File: src/logic/pwr_seq_pkg.sv
package pwr_seq_pkg;
	// Clock rate in kHz
	localparam int CLK_KHZ = 10000;
	// Least lead of external_clear_n before standby falls, in states
	localparam int RAM_HOLD_STATES = 10;
	// Recovery lead before standby rises, in ns
	localparam int RECOVER_LEAD_NS = 100;
	localparam int RECOVER_LEAD_CYC =
		(RECOVER_LEAD_NS * CLK_KHZ + 999999) / 1000000;
	localparam logic [3:0] HOLD_CNT_MAX = 4'hA;
	typedef enum logic [2:0] {
		ST_STANDBY,
		ST_MANUAL,
		ST_POR,
		ST_EXC,
		ST_RUN
	} seq_state_t;
endpackage : pwr_seq_pkg

File: src/logic/powerup_standby_reset_sequencer.sv
`timescale 1ns/10ps
module powerup_standby_reset_sequencer
	import pwr_seq_pkg::*;
(
	input wire logic mclk_i,
	input wire logic nrst_i,
	input wire logic hw_standby_n_i,
	input wire logic nmi_i,
	input wire logic external_clear_n_i,
	input wire logic onchip_ram_enable_i,
	output logic osc_enable_o,
	output logic pins_hiz_o,
	output logic pins_undefined_o,
	output logic manual_reset_o,
	output logic por_reset_o,
	output logic exc_start_o,
	output logic ram_retain_o,
	output logic [2:0] state_o
);
	typedef struct packed {
		logic [2:0] hw_standby_n_sync;
		logic [2:0] nmi_sync;
		logic [2:0] clr_sync;
		logic hw_standby_n_f;
		logic nmi_f;
		logic clr_f;
		logic nmi_seen_low;
		logic [3:0] clr_cnt;
		logic retain;
		logic exc;
		seq_state_t st;
	} state_t;

	state_t s_reg;
	state_t s_next;

	always_comb begin
		s_next = s_reg;
		s_next.exc = 1'b0;
		s_next.hw_standby_n_sync = {s_reg.hw_standby_n_sync[1:0], hw_standby_n_i};
		s_next.nmi_sync = {s_reg.nmi_sync[1:0], nmi_i};
		s_next.clr_sync = {s_reg.clr_sync[1:0], external_clear_n_i};
		// Accept a level only when stages two and three agree
		if (s_reg.hw_standby_n_sync[2] == s_reg.hw_standby_n_sync[1]) begin
			s_next.hw_standby_n_f = s_reg.hw_standby_n_sync[2];
		end
		if (s_reg.nmi_sync[2] == s_reg.nmi_sync[1]) begin
			s_next.nmi_f = s_reg.nmi_sync[2];
		end
		if (s_reg.clr_sync[2] == s_reg.clr_sync[1]) begin
			s_next.clr_f = s_reg.clr_sync[2];
		end
		// Count states that clear has been low, for RAM retention
		if (s_reg.clr_f) begin
			s_next.clr_cnt = 4'h0;
		end else if (s_reg.clr_cnt != HOLD_CNT_MAX) begin
			s_next.clr_cnt = s_reg.clr_cnt + 4'h1;
		end
		if (!s_reg.nmi_f) begin
			s_next.nmi_seen_low = 1'b1;
		end
		if (!s_reg.hw_standby_n_f) begin
			if (s_reg.st != ST_STANDBY) begin
				// Retention only when clear led standby long enough
				// Clear may rise as standby falls, so only the lead counts
				s_next.retain = onchip_ram_enable_i &&
					(s_reg.clr_cnt == HOLD_CNT_MAX);
			end
			s_next.st = ST_STANDBY;
		end else begin
			unique case (s_reg.st)
				ST_STANDBY: begin
					s_next.st = ST_POR;
				end
				ST_MANUAL: begin
					if (s_reg.nmi_f) begin
						s_next.st = ST_POR;
					end
				end
				ST_POR: begin
					if (s_reg.clr_f) begin
						s_next.st = ST_EXC;
						s_next.exc = 1'b1;
					end
				end
				ST_EXC: begin
					s_next.st = ST_RUN;
					s_next.retain = 1'b0;
				end
				ST_RUN: begin
					if (!s_reg.clr_f) begin
						s_next.st = ST_POR;
					end
				end
				default: begin
					s_next.st = ST_MANUAL;
				end
			endcase
		end
	end

	always_ff @(posedge mclk_i) begin
		if (!nrst_i) begin
			s_reg <= '0;
			// Assume standby high until the filter proves otherwise
			s_reg.hw_standby_n_sync <= 3'h7;
			s_reg.hw_standby_n_f <= 1'b1;
			s_reg.st <= ST_MANUAL;
		end else begin
			s_reg <= s_next;
		end
	end

	assign osc_enable_o = (s_reg.st != ST_STANDBY);
	assign pins_hiz_o = (s_reg.st == ST_STANDBY);
	assign pins_undefined_o = (s_reg.st == ST_MANUAL);
	assign manual_reset_o = (s_reg.st == ST_MANUAL);
	assign por_reset_o = (s_reg.st == ST_POR);
	assign exc_start_o = s_reg.exc;
	assign ram_retain_o = s_reg.retain;
	assign state_o = s_reg.st;
endmodule : powerup_standby_reset_sequencer

File: config.mk
export PLATFORM = sky130hd
export DESIGN_NAME = powerup_standby_reset_sequencer
export DESIGN_NICKNAME = d
export VERILOG_FILES = /design/src/logic/pwr_seq_pkg.sv /design/src/logic/powerup_standby_reset_sequencer.sv
export SDC_FILE = /design/constraint.sdc
export NUM_CORES = 1
export LEC_CHECK = 0
export BUFFER_PORTS_ARGS = -buffer_cell sky130_fd_sc_hd__buf_2
export CAP_MARGIN = 15
export CORE_ASPECT_RATIO = 0.9
export CORE_UTILIZATION = 40
export DETAILED_ROUTE_END_ITERATION = 8
export HOLD_SLACK_MARGIN = 0.06
export SLEW_MARGIN = 30
export SYNTH_ARGS = -nofsm -noshare
export SYNTH_HDL_FRONTEND = slang
export SYNTH_SLANG_ARGS = --single-unit
export TNS_END_PERCENT = 100
File: constraint.sdc
create_clock -name mclk_i -period 1.5 [get_ports mclk_i]
set_input_delay 0.225 -clock mclk_i [delete_from_list [all_inputs] [get_ports mclk_i]]
set_output_delay 0.225 -clock mclk_i [all_outputs]
set_load 0.02 [all_outputs]
==> metrics <==
status=finished clean; Power Dens Cells=995 nW/um^2; placed insts=116; # rows=15; Slew Limit Headroom=0.812; Initial DRT Pass Iterations=4; leakage=0.000398 uW; max-cap viol count=0; core area=1910 sq um; most numerous cell in the Yosys netlist=dfxtp_1; clk_lat worst skew=290 ps; Syn Area/Cell=9.99 sq um; Worst EP required=1270 ps; clock root cell=clkbuf_4; total CTS buffers=3; non-filler cells, final=120; post-synthesis instance area=810 sq um; largest net degree at the start of global routing=18; Arrival @ worst endpoint=1230 ps; post-CTS sizing=0; Port Buffers=15; Least-Margin Pin Slew=280 ps; CP endpoint kind=output port; total power=906 uW; DRT Wirelength=1180 um; CP max FO=8; Period Utilization, post-route=0.967; CTS H-tree lvls=1; cell taking the most area after synthesis=dfxtp_1; Post-DP Area=881 sq um; global route overflow=0; die area=2210 sq um; Die Span Y=44.7 um; Area Growth Syn to Fin=12.5%; final setup fails=0; antenna violations before repair=0; Ports=16; DIE WIDTH=49.4 um; RSZ-0062 raised after global routing=true; path depth of the worst reg2reg path=5; top-area cell type share of the netlist area=0.519; Setup Buffers After CTS=0; Final Cell Area=911 sq um; Synth Instances=81; Syn Nets=89; FILL cells=211; crit path launch type=flip-flop; ANT cells=0; max reg flops=10; synth cell count leaders=dfxtp_1 (21), and2_1 (7), nor2_1 (7); Peak VDD IR=0.000566 V; Yosys Warn Count=0; synth top area cells=dfxtp_1 (52%), and2_1 (5.4%), nand2b_1 (4.6%); Initial Util=0.423; WL/cell=9.82 um; initial DRC count=9; global-route wire length before repair=1850 um; TritonCTS clock tree=done; Worst Skew=9.45 ps; Yosys cell types=26; post-DP HPWL=892 um; Slew Limit Fails=0; Via Count=573; Post-synth ARST share=0; worst min path class=in -> reg; Max Fclk=689 MHz; CTS Hold Buffers Added=0; post-synthesis sequential area ratio=0.519; Seq cells post-synth=21; number of flops mapped to enable cells by yosys=0; Remaining DRCs=0; Hold Vio Cnt, Final=0; fin nets=104; Max Root-Sink Buffers=2; Final Util=0.476; clk slew on worst S/H paths=110 ps; total clock sinks=21; via density per instance=4.78; hold depth=2; gp weighted congestion=0.740; gr usage total=0.114; worst setup path class=reg -> out; Period minus WS final=1450 ps; share of layout cells above drive strength 1=0.242; Antenna Nets Post-Route=0; dominant synthesized flop cell=dfxtp_1; number of global-route vias before repair=413
[final timing paths]
kind / start / end / slack [ps]
hold / removal: hw_standby_n_i / s_next[20]$_SDFF_PN1_ / 110
setup reg to reg: s_reg[5]$_SDFFE_PP0P_ / s_reg[6]$_SDFFE_PP0P_ / 370
setup / recovery: state_o[0]$_SDFFE_PN1P_ / pins_hiz_o / 50
hold reg to reg: s_next[20]$_SDFF_PN1_ / s_next[21]$_SDFF_PN1_ / 420
[final cells by class]
type / instances / area, sq um / share of cell area
well taps: 25 / 31.3 / 0.0343
multi-input cells: 53 / 349 / 0.383
repair buffers: 15 / 75.1 / 0.0824
inverters: 2 / 7.51 / 0.00824
clock buffers: 4 / 26.3 / 0.0288
flip-flops and latches: 21 / 422 / 0.463
[report_power, final]
part | switching (uW) | total [uW] | internal (uW)
registers | 14.6 | 591 | 576
clock network | 152 | 255 | 103
logic | 31.8 | 60.3 | 28.5
total | 198 | 906 | 708
[critical path, stage by stage, from the launching register on]
cell and delay, ps:
dfxtp_1 390, nor3_2 310, buf_2 230
[routing by layer]
layer | track usage | share of wire | vias to the layer above
met2 | 0.167 | 0.43 | 14
met1 | 0.145 | 0.52 | 263
met4 | 0.0343 | 0 | 0
li1 | - | - | 296
met5 | 0 | 0 | -
met3 | 0.0619 | 0.049 | 0
[metrics by stage]
step	TNS (ps)	hold slack, ps	worst slack (ps)
after global placement	0	390	414
after CTS	0	100	44.1
final	0	110	49.0
after global routing	-63.0	91.2	-35.2
after floorplan	0	298	246
after detailed placement	0	398	371
[logic make-up (layout without fill, tap and decap cells)]
| family | count (synthesis) | count (layout) | share of synthesized area |
|---|---|---|---|
| AND/OR/NAND/NOR | 33 | 33 | 0.240 |
| buffers and inverters | 7 | 21 | 0.0525 |
| AO/OA/AOI/OAI | 15 | 15 | 0.125 |
| adder cells (fa/ha/maj) | 2 | 2 | 0.0309 |
| XOR/XNOR | 3 | 3 | 0.0325 |
| flip-flops | 21 | 21 | 0.519 |
[cells in the final DEF, fill, tap and decap left out]
master     netlist  routed
dfxtp_1         21      20
buf_2            1      15
and2_1           7       7
nand2b_1         6       6
nor2_1           7       6
nand2_1          6       6
o21ai_0          4       4
a21oi_1          3       3
clkbuf_4         0       3
inv_1            2       2
o21ai_1          2       2
xor2_1           2       2
nand3b_1         2       2
ha_1             2       2
nor3_2           1       1
nor2_2           0       1
a21boi_1         1       1
a21boi_0         1       1
nand3_1          1       1
nand3b_4         1       1
o2111ai_1        1       1
o41ai_2          1       1
nor2b_1          1       1
nor3b_1          1       1
o2bb2ai_1        1       1
a211oi_1         1       1
xnor2_1          1       1
clkbuf_1         0       1
dfxtp_2          0       1
No activity file was read; power rests on OpenSTA's default activity.
